==> src/core/awh_pkg.sv <==
package awh_pkg;
  // ---------------------------------------------------------------
  // register map
  // ---------------------------------------------------------------
  // printed offsets 0x49/0x4a are not multiples of four: they are indices
  localparam logic [7:0] PRESCALER_IDX = 8'h49;
  localparam logic [7:0] CTRL_STAT_IDX = 8'h4a;
  localparam logic [7:0] IRQ_MASK_IDX = 8'h4b;
  localparam logic [7:0] IRQ_STAT_IDX = 8'h4c;
  localparam logic [7:0] STATUS_IDX = 8'h4d;
  localparam logic [7:0] PRESCALER_RST = 8'hff;
  localparam logic [7:0] CTRL_STAT_RST = 8'h00;
  // control/status fields
  localparam int EN_BIT = 0;
  localparam int MEAS_BIT = 1;
  localparam int FLAG_BIT = 2;
  // interrupt status / mask fields
  localparam int IRQ_WAKE_BIT = 0;
  localparam int IRQ_WDG_BIT = 1;
  localparam int IRQ_WIDTH = 2;
  // ---------------------------------------------------------------
  // timing
  // ---------------------------------------------------------------
  localparam int FIXED_DIV = 64;
  localparam int STAB_SHORT = 256;
  localparam int STAB_LONG = 4096;
  localparam int CLOCK_HZ = 40000000;
  localparam int RC_START_NS = 1000;
  localparam int RC_START_CYC = (RC_START_NS * (CLOCK_HZ / 1000000) + 999) / 1000;
  localparam int PLL_START_CYC_DEF = 64;
  typedef enum logic [2:0] {
    AWH_RUN,
    AWH_RC_START,
    AWH_COUNT,
    AWH_STAB,
    AWH_PLL
  } awh_state_t;
endpackage : awh_pkg

==> src/core/awh_top.sv <==
`timescale 1ns/1ps
module awh_top #(
  parameter int STAB_LONG_CYC = awh_pkg::STAB_LONG,
  parameter int PLL_START_CYC = awh_pkg::PLL_START_CYC_DEF
) (
  input wire logic clock_i,
  input wire logic rst_b_i,
  input wire logic psel_i,
  input wire logic penable_i,
  input wire logic pwrite_i,
  input wire logic [31:0] paddr_i,
  input wire logic [31:0] pwdata_i,
  output logic [31:0] prdata_o,
  output logic pready_o,
  output logic pslverr_o,
  input wire logic halt_exec_i,
  input wire logic rc_tick_i,
  input wire logic ext_wake_i,
  input wire logic wdg_active_i,
  input wire logic wdg_halt_opt_i,
  input wire logic long_stab_opt_i,
  input wire logic pll_opt_i,
  output logic main_osc_en_o,
  output logic periph_clk_en_o,
  output logic cpu_run_o,
  output logic rc_osc_en_o,
  output logic capture_sel_o,
  output logic irq_mask_clr_o,
  output logic wdg_reset_o,
  output logic wake_irq_o,
  output logic irq_o
);
  // ---------------------------------------------------------------
  // decode
  // ---------------------------------------------------------------
  function automatic logic hit(input logic [31:0] a, input logic [7:0] idx);
    hit = (a == {22'h0, idx, 2'b00});
  endfunction : hit

  logic wr_acc;
  logic rd_acc;
  assign wr_acc = psel_i && penable_i && pwrite_i;
  assign rd_acc = psel_i && penable_i && !pwrite_i;

  // ---------------------------------------------------------------
  // register selects
  // ---------------------------------------------------------------
  logic sel_pre;
  logic sel_csr;
  logic sel_msk;
  logic sel_ist;
  logic sel_sta;
  logic sel_any;

  // one compare per register, shared by read, write and clear paths
  assign sel_pre = hit(paddr_i, awh_pkg::PRESCALER_IDX);
  assign sel_csr = hit(paddr_i, awh_pkg::CTRL_STAT_IDX);
  assign sel_msk = hit(paddr_i, awh_pkg::IRQ_MASK_IDX);
  assign sel_ist = hit(paddr_i, awh_pkg::IRQ_STAT_IDX);
  assign sel_sta = hit(paddr_i, awh_pkg::STATUS_IDX);
  assign sel_any = sel_pre || sel_csr || sel_msk || sel_ist || sel_sta;

  // ---------------------------------------------------------------
  // state
  // ---------------------------------------------------------------
  awh_pkg::awh_state_t st_q, st_d;
  logic [7:0] pre_q, pre_d;
  logic en_q, en_d;
  logic meas_q, meas_d;
  logic flag_q, flag_d;
  logic [awh_pkg::IRQ_WIDTH-1:0] msk_q, msk_d;
  logic [awh_pkg::IRQ_WIDTH-1:0] ist_q, ist_d;
  logic [5:0] div_q, div_d;
  logic [7:0] psc_q, psc_d;
  logic [12:0] cnt_q, cnt_d;
  logic [31:0] rdata_q, rdata_d;
  logic ready_q, ready_d;
  logic err_q, err_d;
  logic mclr_q, mclr_d;
  logic wdg_q, wdg_d;
  logic [12:0] stab_cyc;
  logic expire;
  logic wdg_evt;

  assign stab_cyc = long_stab_opt_i ? 13'(STAB_LONG_CYC) : 13'(awh_pkg::STAB_SHORT);
  assign expire = (st_q == awh_pkg::AWH_COUNT) && rc_tick_i &&
                  (div_q == 6'(awh_pkg::FIXED_DIV - 1)) &&
                  (psc_q + 8'h01 >= pre_q);
  assign wdg_evt = (st_q == awh_pkg::AWH_RUN) && halt_exec_i && wdg_active_i &&
                   wdg_halt_opt_i;

  // power sequence and counters
  always_comb begin
    st_d = st_q;
    div_d = div_q;
    psc_d = psc_q;
    cnt_d = cnt_q;
    mclr_d = 1'b0;
    wdg_d = wdg_evt;
    case (st_q)
      awh_pkg::AWH_RUN: begin
        if (halt_exec_i && !wdg_evt && en_q) begin
          st_d = awh_pkg::AWH_RC_START;
          div_d = 6'h00;
          psc_d = 8'h00;
          cnt_d = 13'h0000;
          mclr_d = 1'b1;
        end
      end
      awh_pkg::AWH_RC_START: begin
        cnt_d = cnt_q + 13'h0001;
        if (ext_wake_i || flag_q) begin
          st_d = awh_pkg::AWH_STAB;
          cnt_d = 13'h0000;
        end else if (cnt_q + 13'h0001 >= 13'(awh_pkg::RC_START_CYC)) begin
          st_d = awh_pkg::AWH_COUNT;
          cnt_d = 13'h0000;
        end
      end
      awh_pkg::AWH_COUNT: begin
        if (rc_tick_i) begin
          div_d = div_q + 6'h01;
          if (div_q == 6'(awh_pkg::FIXED_DIV - 1)) begin
            psc_d = psc_q + 8'h01;
          end
        end
        if (expire || ext_wake_i) begin
          st_d = awh_pkg::AWH_STAB;
          cnt_d = 13'h0000;
        end
      end
      awh_pkg::AWH_STAB: begin
        cnt_d = cnt_q + 13'h0001;
        if (cnt_q + 13'h0001 >= stab_cyc) begin
          cnt_d = 13'h0000;
          st_d = pll_opt_i ? awh_pkg::AWH_PLL : awh_pkg::AWH_RUN;
        end
      end
      awh_pkg::AWH_PLL: begin
        cnt_d = cnt_q + 13'h0001;
        if (cnt_q + 13'h0001 >= 13'(PLL_START_CYC)) begin
          st_d = awh_pkg::AWH_RUN;
          cnt_d = 13'h0000;
        end
      end
      default: st_d = awh_pkg::AWH_RUN;
    endcase
  end

  always_ff @(posedge clock_i or negedge rst_b_i) begin
    if (!rst_b_i) begin
      st_q <= awh_pkg::AWH_RUN;
      div_q <= 6'h00;
      psc_q <= 8'h00;
      cnt_q <= 13'h0000;
      mclr_q <= 1'b0;
      wdg_q <= 1'b0;
    end else begin
      st_q <= st_d;
      div_q <= div_d;
      psc_q <= psc_d;
      cnt_q <= cnt_d;
      mclr_q <= mclr_d;
      wdg_q <= wdg_d;
    end
  end

  // ---------------------------------------------------------------
  // registers and apb slave
  // ---------------------------------------------------------------
  always_comb begin
    pre_d = pre_q;
    en_d = en_q;
    meas_d = meas_q;
    flag_d = flag_q;
    msk_d = msk_q;
    rdata_d = rdata_q;
    ready_d = 1'b0;
    err_d = 1'b0;
    // setup cycle: answer and read data for the access cycle
    if (psel_i && !penable_i) begin
      ready_d = 1'b1;
      err_d = !sel_any;
      rdata_d = 32'h00000000;
      if (sel_pre) begin
        rdata_d = {24'h000000, pre_q};
      end else if (sel_csr) begin
        rdata_d = {29'h0, flag_q, meas_q, en_q};
      end else if (sel_msk) begin
        rdata_d = {30'h0, msk_q};
      end else if (sel_ist) begin
        rdata_d = {30'h0, ist_q};
      end else if (sel_sta) begin
        rdata_d = {29'h0, st_q};
      end
    end
    // access cycle: writes land here
    if (wr_acc) begin
      if (sel_pre && pwdata_i[7:0] != 8'h00) begin
        pre_d = pwdata_i[7:0];
      end else if (sel_csr) begin
        en_d = pwdata_i[awh_pkg::EN_BIT];
        meas_d = pwdata_i[awh_pkg::MEAS_BIT];
      end else if (sel_msk) begin
        msk_d = pwdata_i[awh_pkg::IRQ_WIDTH-1:0];
      end
    end
    // read of control/status clears the flag
    if (rd_acc && sel_csr) begin
      flag_d = 1'b0;
    end
    // set wins over read-clear
    if (expire) begin
      flag_d = 1'b1;
    end
  end

  // ---------------------------------------------------------------
  // sticky interrupt status
  // ---------------------------------------------------------------
  logic [awh_pkg::IRQ_WIDTH-1:0] ist_evt;
  logic [awh_pkg::IRQ_WIDTH-1:0] ist_clr;

  // event and clear vectors, one bit per source
  assign ist_evt[awh_pkg::IRQ_WAKE_BIT] = expire;
  assign ist_evt[awh_pkg::IRQ_WDG_BIT] = wdg_evt;
  assign ist_clr[awh_pkg::IRQ_WAKE_BIT] = rd_acc && (sel_ist || sel_csr);
  assign ist_clr[awh_pkg::IRQ_WDG_BIT] = rd_acc && sel_ist;

  // each bit: set wins over read-clear
  for (genvar i = 0; i < awh_pkg::IRQ_WIDTH; i++) begin : g_ist
    assign ist_d[i] = ist_evt[i] || (ist_q[i] && !ist_clr[i]);
  end

  always_ff @(posedge clock_i or negedge rst_b_i) begin
    if (!rst_b_i) begin
      pre_q <= awh_pkg::PRESCALER_RST;
      en_q <= awh_pkg::CTRL_STAT_RST[awh_pkg::EN_BIT];
      meas_q <= awh_pkg::CTRL_STAT_RST[awh_pkg::MEAS_BIT];
      flag_q <= awh_pkg::CTRL_STAT_RST[awh_pkg::FLAG_BIT];
      msk_q <= '0;
      ist_q <= '0;
      rdata_q <= 32'h00000000;
      ready_q <= 1'b0;
      err_q <= 1'b0;
    end else begin
      pre_q <= pre_d;
      en_q <= en_d;
      meas_q <= meas_d;
      flag_q <= flag_d;
      msk_q <= msk_d;
      ist_q <= ist_d;
      rdata_q <= rdata_d;
      ready_q <= ready_d;
      err_q <= err_d;
    end
  end

  // ---------------------------------------------------------------
  // registered outputs
  // ---------------------------------------------------------------
  logic run_d;
  logic osc_d;
  logic rc_d;
  logic cap_d;
  logic irq_d;
  logic osc_q;
  logic run_q;
  logic rc_q;
  logic cap_q;
  logic irq_q;

  // power controls from next state
  always_comb begin
    run_d = (st_d == awh_pkg::AWH_RUN);
    osc_d = (st_d != awh_pkg::AWH_RC_START) && (st_d != awh_pkg::AWH_COUNT);
    rc_d = (st_d == awh_pkg::AWH_RC_START) || (st_d == awh_pkg::AWH_COUNT) ||
           (meas_d && st_d == awh_pkg::AWH_RUN);
    cap_d = meas_d && (st_d == awh_pkg::AWH_RUN);
    irq_d = |(ist_d & msk_d);
  end

  always_ff @(posedge clock_i or negedge rst_b_i) begin
    if (!rst_b_i) begin
      osc_q <= 1'b1;
      run_q <= 1'b1;
      rc_q <= 1'b0;
      cap_q <= 1'b0;
      irq_q <= 1'b0;
    end else begin
      osc_q <= osc_d;
      run_q <= run_d;
      rc_q <= rc_d;
      cap_q <= cap_d;
      irq_q <= irq_d;
    end
  end

  assign prdata_o = rdata_q;
  assign pready_o = ready_q;
  assign pslverr_o = err_q;
  assign main_osc_en_o = osc_q;
  assign periph_clk_en_o = run_q;
  assign cpu_run_o = run_q;
  assign rc_osc_en_o = rc_q;
  assign capture_sel_o = cap_q;
  assign irq_mask_clr_o = mclr_q;
  assign wdg_reset_o = wdg_q;
  assign wake_irq_o = flag_q;
  assign irq_o = irq_q;
endmodule : awh_top

==> config.mk <==
export PLATFORM = sky130hd
export DESIGN_NAME = awh_top
export DESIGN_NICKNAME = d
export VERILOG_FILES = /design/src/core/awh_pkg.sv /design/src/core/awh_top.sv
export SDC_FILE = /design/constraint.sdc
export NUM_CORES = 1
export LEC_CHECK = 0
export BUFFER_PORTS_ARGS = -buffer_cell sky130_fd_sc_hd__buf_2
export CORE_ASPECT_RATIO = 1.1
export CORE_UTILIZATION = 52
export DETAILED_ROUTE_END_ITERATION = 7
export PLACE_DENSITY = 0.91
export SKIP_CTS_REPAIR_TIMING = 1
export SYNTH_ARGS = -nofsm -noshare
export SYNTH_HDL_FRONTEND = slang
export SYNTH_SLANG_ARGS = --single-unit
==> constraint.sdc <==
create_clock -name clock_i -period 3.8 [get_ports clock_i]
set_clock_uncertainty 0.15 [all_clocks]
set_input_delay 0.38 -clock clock_i [delete_from_list [all_inputs] [get_ports clock_i]]
set_output_delay 0.38 -clock clock_i [all_outputs]
set_load 0.005 [all_outputs]
==> impl_results.md, run 1 <==
* Total clock sinks at 62
* Predominant post-synthesis flop cell: dfrtp_1
* Critical-path maximum fanout at 16
* Via count of the first global-routing pass at between 3000 and 4000
* Std-Cell Core Area at between 0.007 and 0.008 mm²
* Max IR drop VDD at between 400 and 500 µV
* # DRC at 0
* Clock tree from TritonCTS: built
* Maximum capacitance violations at 0
* Die X-Extent at between 80 and 90 µm
* # nets final at between 500 and 600
* Final Critical Period at approximately 3.5 ns
* Max-slew violation total from the final report at 0
* Average routed wire per standard cell at roughly 16 µm
* GRT Overall Usage at 24.2%
* Number of standard cells after synthesis at around 420
* Largest delay contributor family on the critical path: compound AO/OA/AOI/OAI gates
* Clock-pin slew reported for the worst setup and hold paths after clock tree synthesis at ~0.07 ns
* Global route overflow at 0
* Worst hold-check path type: in2async
* IO Port Bufs at 70
* Total power divided by cell area at 472 mW/mm²
* Per-cell via count in the routed design at between 5 and 6
* Layout-stage area growth over the synthesis result at 12.4%
* Post-synthesis cell area at ~0.0040 mm²
* Critical-path cell with the highest stage delay: dfrtp_1
* Setup slack of the critical path after layout at around 0.29 ns
* Setup CP Type: reg2reg
* Number of warnings printed during yosys synthesis at 0
* Number of antenna diodes at 0
* Maximum number of pins on one net before global-route repair at 44
* Count of buffer and inverter cells on the critical path at 0
* Cell repeated most along the worst path: ha_1
* Number of placement rows at 33
* Startpoint Class: flop
* Critical path data arrival time at between 3 and 4 ns
* Wire length of the first global-routing pass at roughly 15000 µm
* Worst hold slack across all endpoints at between 0.02 and 0.025 ns
* Initial standard-cell utilization of the core at 53.4%
* Placement-stage worst setup slack at ~0.34 ns
* Io pins at roughly 120
* Longest individual stage delay on the worst path at 0.42 ns
* Total half-perimeter wirelength after legalization and detailed placement at around 6700 µm
* RSZ-0062 raised after global routing: no
* Number of flip-flops and latches in the synthesized netlist at a little over 60
* Height of the die at 93.6 µm
* Violation count after the first detailed-routing iteration at about 150
* TNS Setup at 0 ns
* Data required time of the worst path at approximately 3.9 ns
* Number of nets with antenna violations after detailed routing at 0
* Result of the run: finished, final reports clean
* Die Outline Area at approximately 0.008 mm²
* Antenna violations before repair at 0
* Proportion of synthesized flip-flops having asynchronous set or reset at between 90% and 100%
* Vias post-DR at between 3000 and 4000
* Fmax at around 290 MHz
* Actual slew at the worst max-slew pin at 0.922 ns
* Routability congestion estimate at around 0.9
* Final hold vios at 0
* Worst slew margin relative to its limit at about two fifths
* Clock root buffer master: clkbuf_8
* Clk Latency, worst-skew pair at ~0.34 ns
* Library cells used by synthesis at between 70 and 80
* Most frequent standard cell in the layout excluding fill and tap cells: buf_2
* Sequential element share of the synthesized area at around 39%
* DR pass1 iterations at 4
* Max Root-Sink Buffers at 2
* Aggregate routed wire length at just over 9000 µm
* Avg Synthesized Cell Area at roughly 9.4 µm²
* Post-route clock period utilization at around 92%
* Clock buffer count from CTS at 9
* Finish-stage setup viols at 0
* Cells along the critical path: ha_1 > nand4_2 > nor2_1 > nand2_1 > xor2_1 > ha_1 > and3_2 > o221ai_1 > a41oi_2 > o2bb2ai_4 > and3_1 > a221o_1
* Layout cell share with drive strength beyond 1 at between 20% and 30%
* Static leakage power at 2.15 nW
* CP endpoint kind: flop
* Most frequent cells in the layout: buf_2, nand2_1, dfrtp_1
* Count of flip-flops with a built-in enable after synthesis at 0
* Max H-tree Level at 3
## per-layer routing
metal	global-route usage (%)	vias to the layer above	share of wire, %
li1	-	1599	-
met4	9.58	0	2.3
met3	6.71	21	4.9
met5	0	-	0
met1	27.6	1656	41
met2	42.9	89	52
## flip-flops by register name, indices dropped and copies added (netlist names), 2 cells and up
| name | count |
|---|---|
| cnt_q | 13 |
| msk_q | 2 |
| div_q | 6 |
| prdata_o | 8 |
| st_q | 3 |
| psc_q | 8 |
| pre_q | 8 |
| ist_q | 2 |
## stage by stage
stage | cells | cell area [µm²] | util [%] | power, mW
floorplan | 447 | 4050 | - | 1.33
global placement | 562 | 4240 | 57.1 | 1.43
detailed placement | 562 | 4240 | 57.1 | 1.48
CTS | 578 | 4450 | 59.8 | 2.10
global route | 578 | 4460 | 60.0 | 2.23
finish | 578 | 4460 | 60.0 | 2.10
## path summary, 6_finish.rpt
check,startpoint,end,depth (start not counted),slack (ns)
worst min-delay path,rst_b_i,prdata_o[7],1,0.02
max in group asynchronous,rst_b_i,cpu_run_o,2,2.61
worst min register to register,prdata_o[6],prdata_o[6],2,0.31
worst max register to register,cnt_q[1],cnt_q[3],12,0.29
min in group clock_i,pwdata_i[6],pre_q[6],2,0.14
worst max-delay path,cnt_q[1],cnt_q[3],12,0.29
## logic make-up (layout without fill, tap and decap cells)
kind of cell             count (synthesis)  in the layout  synth area share, %
XOR/XNOR                                15             15                 3.31
other                                    1             24               0.0945
AND/OR/NAND/NOR                        183            183                 25.1
adder cells (fa/ha/maj)                 13             13                 4.10
AO/OA/AOI/OAI                           75             75                 14.6
buffers and inverters                   57            101                 8.36
flip-flops                              62             62                 39.4
multiplexers                            18             18                 4.95
## report_power, final
| part | leakage [nW] | total, mW | internal (mW) | switching, mW |
|---|---|---|---|---|
| logic | 1.24 | 0.623 | 0.251 | 0.372 |
| registers | 0.803 | 0.861 | 0.752 | 0.109 |
| clock network | 0.107 | 0.620 | 0.366 | 0.253 |
## layout make-up
class,count,area (µm²)
inverters,14,52.6
multi-input cells,328,2170
fillers,602,2970
well taps,87,109
clock buffers,11,131
clock inverters,5,75.1
repair buffers,71,358
flip-flops and latches,62,1560
## synth_stat cells (4+ instances only)
library cell  number  area [µm²]
o22ai_1            4        25.0
nor2_1            30         113
mux2i_1            5        50.1
dfrtp_1           52        1300
nor3_1             8        40.0
mux2_2            13         146
a21oi_1           10        50.1
and2_1             5        31.3
and3_1             8        50.1
xnor2_1            6        52.6
a22o_1             6        52.6
xor2_1             9        78.8
buf_4             29         218
clkbuf_1           7        26.3
o21ai_0           21         105
nand3_1           15        75.1
nand2b_1           9        56.3
a221o_1            6        60.1
dfstp_2           10         263
nand2_1           53         199
ha_1              13         163
nor4_1             9        56.3
buf_2              6        30.0
nor2b_1            6        37.5
nand4_1            9        56.3
inv_1             13        48.8
No activity file was read; power rests on OpenSTA's default activity.
==> run 2, diff against run 1 <==
--- a/config.mk
+++ b/config.mk
@@ -9,5 +9,6 @@
 export CORE_ASPECT_RATIO = 1.1
-export CORE_UTILIZATION = 52
+export CORE_UTILIZATION = 47
+export CTS_CLUSTER_DIAMETER = 60
 export DETAILED_ROUTE_END_ITERATION = 7
-export PLACE_DENSITY = 0.91
+export PLACE_DENSITY = 0.88
 export SKIP_CTS_REPAIR_TIMING = 1
==> constraint.sdc (replaced) <==
create_clock -name clock_i -period 3.22 [get_ports clock_i]
set_clock_uncertainty 0.15 [all_clocks]
set_input_delay 0.161 -clock clock_i [delete_from_list [all_inputs] [get_ports clock_i]]
set_output_delay 0.161 -clock clock_i [all_outputs]
set_load 0.005 [all_outputs]
==> run 2 against run 1 <==
Utilization shrank 1.2 points. Critical endpoint is now cnt_q[6]. Sequential share of layout area shrank 2.0 points. Design area up 6.0%. Count of clock-buffer cells in the layout grew 2. Sequential cell count stayed put. Sequential power is 14% higher. Clock power grew 27%.
==> impl_results.md, run 2 (same netlist as run 1, synthesis figures left out) <==
* Result of the run: finished, final reports clean (unchanged)
* Fmax at 329 MHz (was 285 MHz)
* Largest Register: cnt_q (unchanged)
* Per-cell via count in the routed design at 5.44 (was 5.82)
* Total clock sinks at 62 (unchanged)
* Aggregate routed wire length at 9360 µm (was 9080 µm)
* Actual slew at the worst max-slew pin at 1.05 ns (was 0.922 ns)
* Maximum capacitance violations at 0 (unchanged)
* Cells along the critical path: ha_1 > nand2_1 > or2_2 > xnor2_1 > ha_1 > nand4_1 > o211ai_1 > a21oi_1 > o31a_2 > a221o_1 (was ha_1 > nand4_2 > nor2_1 > nand2_1 > xor2_1 > ha_1 > and3_2 > o221ai_1 > a41oi_2 > o2bb2ai_4 > and3_1 > a221o_1)
* Clock-pin slew reported for the worst setup and hold paths after clock tree synthesis at 0.07 ns (about the same)
* Height of the die at 98.3 µm (was 93.6 µm)
* Max Root-Sink Buffers at 2 (unchanged)
* Most frequent cells in the layout: buf_2, nand2_1, dfrtp_1 (unchanged)
* Reg-to-reg critical path startpoint: psc_q[1] (was cnt_q[1])
* Finish-stage setup viols at 0 (unchanged)
* Critical-path maximum fanout at 13 (was 16)
* CP endpoint kind: flop (unchanged)
* DR pass1 iterations at 4 (unchanged)
* Maximum number of pins on one net before global-route repair at 46 (was 44)
* Final hold vios at 0 (unchanged)
* Internal power at 1.71 mW (was 1.37 mW)
* Clock root buffer master: clkbuf_8 (unchanged)
* Largest delay contributor family on the critical path: compound AO/OA/AOI/OAI gates (unchanged)
* Area of the multi-input gates at 0.00218 mm² (was 0.00217 mm²)
* Overall power of the completed layout at 2.60 mW (was 2.10 mW)
* Cell repeated most along the worst path: ha_1 (unchanged)
* Max H-tree Level at 3 (unchanged)
* Worst hold path startpoint: rc_tick_i
* Number of antenna diodes at 0 (unchanged)
* Final Critical Period at 3.04 ns (was 3.51 ns)
* Number of placement rows at 34 (was 33)
* Violation count after the first detailed-routing iteration at 178 (was 149)
* Max IR drop VDD at 415 µV (was 412 µV)
* Initial standard-cell utilization of the core at 49.3% (was 53.4%)
* Via count of the first global-routing pass at 3262 (unchanged)
* Vias post-DR at 3394 (was 3365)
* Longest individual stage delay on the worst path at 0.43 ns (was 0.42 ns)
* Power share of the combinational group at 32.0% (was 29.6%)
* IO Port Bufs at 70 (unchanged)
* Critical-path cell with the highest stage delay: o31a_2 (was dfrtp_1)
* Wire length of the first global-routing pass at 15200 µm (about the same)
* Count of buffer and inverter cells on the critical path at 0 (unchanged)
* Average routed wire per standard cell at 15.0 µm (was 15.7 µm)
* Total half-perimeter wirelength after legalization and detailed placement at 6870 µm (was 6740 µm)
* Clock tree from TritonCTS: built (unchanged)
* Setup CP Type: reg2reg (unchanged)
* Io pins at 119 (unchanged)
* Worst hold-check path type: in2reg (was in2async)
* Most frequent standard cell in the layout excluding fill and tap cells: buf_2 (unchanged)
* Layout-stage area growth over the synthesis result at 19.1% (was 12.4%)
* Antenna violations before repair at 0 (unchanged)
* Die X-Extent at 89.6 µm (was 85.3 µm)
* # nets final at 600 (was 575)
* Number of nets with antenna violations after detailed routing at 0 (unchanged)
* Critical Path Start: psc_q[1] (was cnt_q[1])
* Data required time of the worst path at 3.29 ns (was 3.87 ns)
* Worst slew margin relative to its limit at 29.9% (was 38.5%)
* Layout cell share with drive strength beyond 1 at 29.1% (was 26.9%)
* Clk network pwr share at 30.2% (was 29.5%)
* Total power divided by cell area at 550 mW/mm² (was 472 mW/mm²)
* Sequential group share of total power at 37.8% (was 40.9%)
* Max-slew violation total from the final report at 0 (unchanged)
* Routability congestion estimate at 0.875 (about the same)
* TNS Setup at 0 ns (unchanged)
* Global route overflow at 0 (unchanged)
* Post-route clock period utilization at 94.4% (was 92.3%)
* Die Outline Area at 0.00881 mm² (was 0.00798 mm²)
* Number of fillers in the final layout at 674 (was 602)
* Startpoint Class: flop (unchanged)
* # DRC at 0 (unchanged)
* Switching power as a share of total power at 34.2% (was 34.9%)
* Sw power at 889 µW (was 735 µW)
* RSZ-0062 raised after global routing: no (unchanged)
* Clock buffer count from CTS at 9 (unchanged)
* Clk Latency, worst-skew pair at 0.35 ns (was 0.34 ns)
* Critical path data arrival time at 3.11 ns (was 3.58 ns)
* Sequential cell area at 0.00156 mm² (unchanged)
* Static leakage power at 2.28 nW (was 2.15 nW)
* Flip-flop count of the largest register after layout at 13 (unchanged)
* Std-Cell Core Area at 0.00804 mm² (was 0.00743 mm²)
* GRT Overall Usage at 22.5% (was 24.2%)
==> run 2: worst paths after layout <==
path | end | slack [ns] | depth (start not counted)
min in group asynchronous | prdata_o[7] | 0.40 | 2
hold reg to reg | prdata_o[5] | 0.31 | 2
max in group asynchronous | cpu_run_o | 1.64 | 3
setup reg to reg | cnt_q[6] | 0.18 | 10
hold / removal | div_q[0] | 0.05 | 3
setup / recovery | cnt_q[6] | 0.18 | 10
==> run 2: per-layer routing <==
| layer | GRT usage (%) | wire (µm) | up-vias |
|---|---|---|---|
| met2 | 37.3 | 4930 | 72 |
| met5 | 0 | 0 | - |
| met1 | 28.0 | 3980 | 1661 |
| met3 | 3.63 | 282 | 15 |
| met4 | 10.6 | 169 | 0 |
| li1 | - | - | 1646 |
==> run 2: layout make-up <==
| class | count | area share, % |
|---|---|---|
| multi-input combinational | 328 | 46.1 |
| sequential | 62 | 33.1 |
| timing repair buffer | 96 | 12.1 |
| clock buffer | 13 | 3.36 |
| tap | 108 | 2.86 |
| clock inverter | 3 | 1.43 |
| inverter | 14 | 1.11 |
==> run 2: metrics by stage <==
stage          instances  worst slack [ns]  instance area (µm²)  utilization [%]  hold WS, ns
4_1_cts              614             0.141                 4610             57.3       -0.127
6_report             624             0.182                 4730             58.8       0.0543
3_5_place_dp         598             0.132                 4380             54.5        0.243
2_1_floorplan        447             0.377                 4050                -       -0.285
5_1_grt              624            0.0233                 4730             58.8       0.0922
3_3_place_gp         598             0.214                 4380             54.5        0.220
==> run 2: worst register-to-register path: stages, from the launching register on <==
cell	delay, ns
dfrtp_1	0.39
ha_1	0.28
nand2_1	0.07
or2_2	0.28
xnor2_1	0.15
ha_1	0.30
nand4_1	0.08
o211ai_1	0.29
a21oi_1	0.12
o31a_2	0.43
a221o_1	0.39
==> run 2: power by group through the flow <==
| stage | clock network [mW] | registers [mW] | logic, mW |
|---|---|---|---|
| after floorplan | 0 | 0.969 | 0.602 |
| after global placement | 0 | 0.985 | 0.758 |
| after detailed placement | 0 | 0.994 | 0.791 |
| after CTS | 0.799 | 0.981 | 0.798 |
| after global routing | 0.833 | 0.996 | 0.933 |
| final | 0.785 | 0.983 | 0.832 |
==> run 3, diff against run 2 <==
- CORE_ASPECT_RATIO: 1.1 -> unset
==> run 3 against run 2 <==
Die area barely moved. Via count rose by 1.9%. Highest routed layer unchanged. Non-clock buffer count fell by 1. Count of clock-buffer cells in the layout fell by 3. Largest cell class unchanged. Design area fell by 0.24%. Sequential cell count did not move. Critical endpoint is now cnt_q[4]. Register-to-register slack barely moved.
==> impl_results.md, run 3 (same netlist as run 1, synthesis figures left out) <==
* Worst hold path stage count at 3 (unchanged)
* Die Outline Area at 0.00881 mm² (about the same)
* Max Root-Sink Buffers at 2 (unchanged)
* Worst hold-check path type: in2reg (unchanged)
* Wire length of the first global-routing pass at 15100 µm (was 15200 µm)
* Sequential cell area at 0.00156 mm² (unchanged)
* Aggregate routed wire length at 9450 µm (was 9360 µm)
* Setup CP Type: reg2reg (unchanged)
* Per-cell via count in the routed design at 5.58 (was 5.44)
* # DRC at 0 (unchanged)
* Max-slew violation total from the final report at 0 (unchanged)
* Post-route clock period utilization at 94.5% (was 94.4%)
* Die X-Extent at 93.9 µm (was 89.6 µm)
* Max IR drop VDD at 387 µV (was 415 µV)
* # nets final at 599 (was 600)
* Startpoint Class: flop (unchanged)
* Average routed wire per standard cell at 15.2 µm (was 15.0 µm)
* Number of nets with antenna violations after detailed routing at 0 (unchanged)
* DR pass1 iterations at 4 (unchanged)
* Max H-tree Level at 3 (unchanged)
* Io pins at 119 (unchanged)
* Critical path data arrival time at 3.12 ns (was 3.11 ns)
* Maximum capacitance violations at 0 (unchanged)
* Overall power of the completed layout at 2.57 mW (was 2.60 mW)
* Reg-to-reg critical path startpoint: psc_q[1] (unchanged)
* Worst slew margin relative to its limit at 33.0% (was 29.9%)
* Layout cell share with drive strength beyond 1 at 28.9% (was 29.1%)
* Total half-perimeter wirelength after legalization and detailed placement at 6930 µm (was 6870 µm)
* Data required time of the worst path at 3.29 ns (about the same)
* Clock buffer count from CTS at 9 (unchanged)
* Initial standard-cell utilization of the core at 48.5% (was 49.3%)
* Number of fillers in the final layout at 723 (was 674)
* Actual slew at the worst max-slew pin at 1.00 ns (was 1.05 ns)
* Number of placement rows at 33 (was 34)
* Routability congestion estimate at 0.919 (was 0.875)
* Height of the die at 93.9 µm (was 98.3 µm)
* Critical Path Start: psc_q[1] (unchanged)
* TNS Setup at 0 ns (unchanged)
* IO Port Bufs at 70 (unchanged)
* Most frequent cells in the layout: buf_2, nand2_1, dfrtp_1 (unchanged)
* Std-Cell Core Area at 0.00818 mm² (was 0.00804 mm²)
* Static leakage power at 2.27 nW (was 2.28 nW)
* Worst hold path startpoint: wdg_active_i (was rc_tick_i)
* Register-to-Register Path Depth at 10 (unchanged)
* CP endpoint kind: flop (unchanged)
* Clock-pin slew reported for the worst setup and hold paths after clock tree synthesis at 0.06 ns (was 0.07 ns)
* Layout-stage area growth over the synthesis result at 18.9% (was 19.1%)
* Final hold vios at 0 (unchanged)
* Total clock sinks at 62 (unchanged)
* Area of the multi-input gates at 0.00218 mm² (about the same)
* Clock root buffer master: clkbuf_8 (unchanged)
* Final Critical Period at 3.04 ns (about the same)
* Largest Register: cnt_q (unchanged)
* Number of antenna diodes at 0 (unchanged)
* Total power divided by cell area at 546 mW/mm² (was 550 mW/mm²)
* Clock tree from TritonCTS: built (unchanged)
* Via count of the first global-routing pass at 3308 (was 3262)
* Critical-path maximum fanout at 13 (unchanged)
* GRT Overall Usage at 22.2% (was 22.5%)
* Clk Latency, worst-skew pair at 0.34 ns (was 0.35 ns)
* Result of the run: finished, final reports clean (unchanged)
* Finish-stage setup viols at 0 (unchanged)
* Fmax at 329 MHz (about the same)
* Antenna violations before repair at 0 (unchanged)
* Global route overflow at 0 (unchanged)
* Flip-flop count of the largest register after layout at 13 (unchanged)
* Maximum number of pins on one net before global-route repair at 44 (was 46)
* Worst hold slack across all endpoints at 0.0391 ns (was 0.0543 ns)
* Most frequent standard cell in the layout excluding fill and tap cells: buf_2 (unchanged)
* RSZ-0062 raised after global routing: no (unchanged)
* Violation count after the first detailed-routing iteration at 150 (was 178)
* Vias post-DR at 3459 (was 3394)
run 3: cell type report:
class | count | share of cell area (%)
clock buffers | 10 | 2.92
flip-flops and latches | 62 | 33.2
well taps | 105 | 2.79
inverters | 14 | 1.11
multi-input cells | 328 | 46.3
repair buffers | 95 | 11.9
clock inverters | 6 | 1.80
run 3: final timing paths:
path / end / slack (ns)
min reg2reg: prdata_o[4] / 0.32
max reg2reg: cnt_q[4] / 0.18
min in group asynchronous: prdata_o[5] / 0.41
max: cnt_q[4] / 0.18
max in group asynchronous: cpu_run_o / 1.60
min: wdg_reset_o / 0.04
run 3: critical path, cell delays in order (launching register included):
cell and delay (ns):
dfrtp_1 0.39, ha_1 0.27, nand2_1 0.08, or2_2 0.28
xnor2_1 0.15, ha_1 0.30, nand4_1 0.07, o211ai_1 0.28
a21oi_1 0.11, o31a_1 0.43, a221o_1 0.41
run 3: per-layer routing:
layer  GRT usage [%]  vias to the layer above  part of all wire (%)
met5               0                        -                     0
met4            10.0                        0                   2.2
met3            4.29                       23                   4.3
met2            39.4                       99                    53
met1            25.8                     1689                    41
li1                -                     1648                     -
run 3: stage by stage:
stage | setup WS, ns | utilization [%] | cell area [µm²] | std cells
floorplan | 0.377 | - | 4050 | 447
global placement | 0.200 | 53.3 | 4360 | 593
detailed placement | 0.103 | 53.3 | 4360 | 593
CTS | 0.0713 | 56.1 | 4580 | 609
global route | 0.0212 | 57.7 | 4710 | 620
finish | 0.178 | 57.7 | 4710 | 620
run 3: where the power goes:
part	switching [mW]	internal, mW
Sequential	0.0998	0.888
Combinational	0.494	0.333
Clock	0.307	0.454
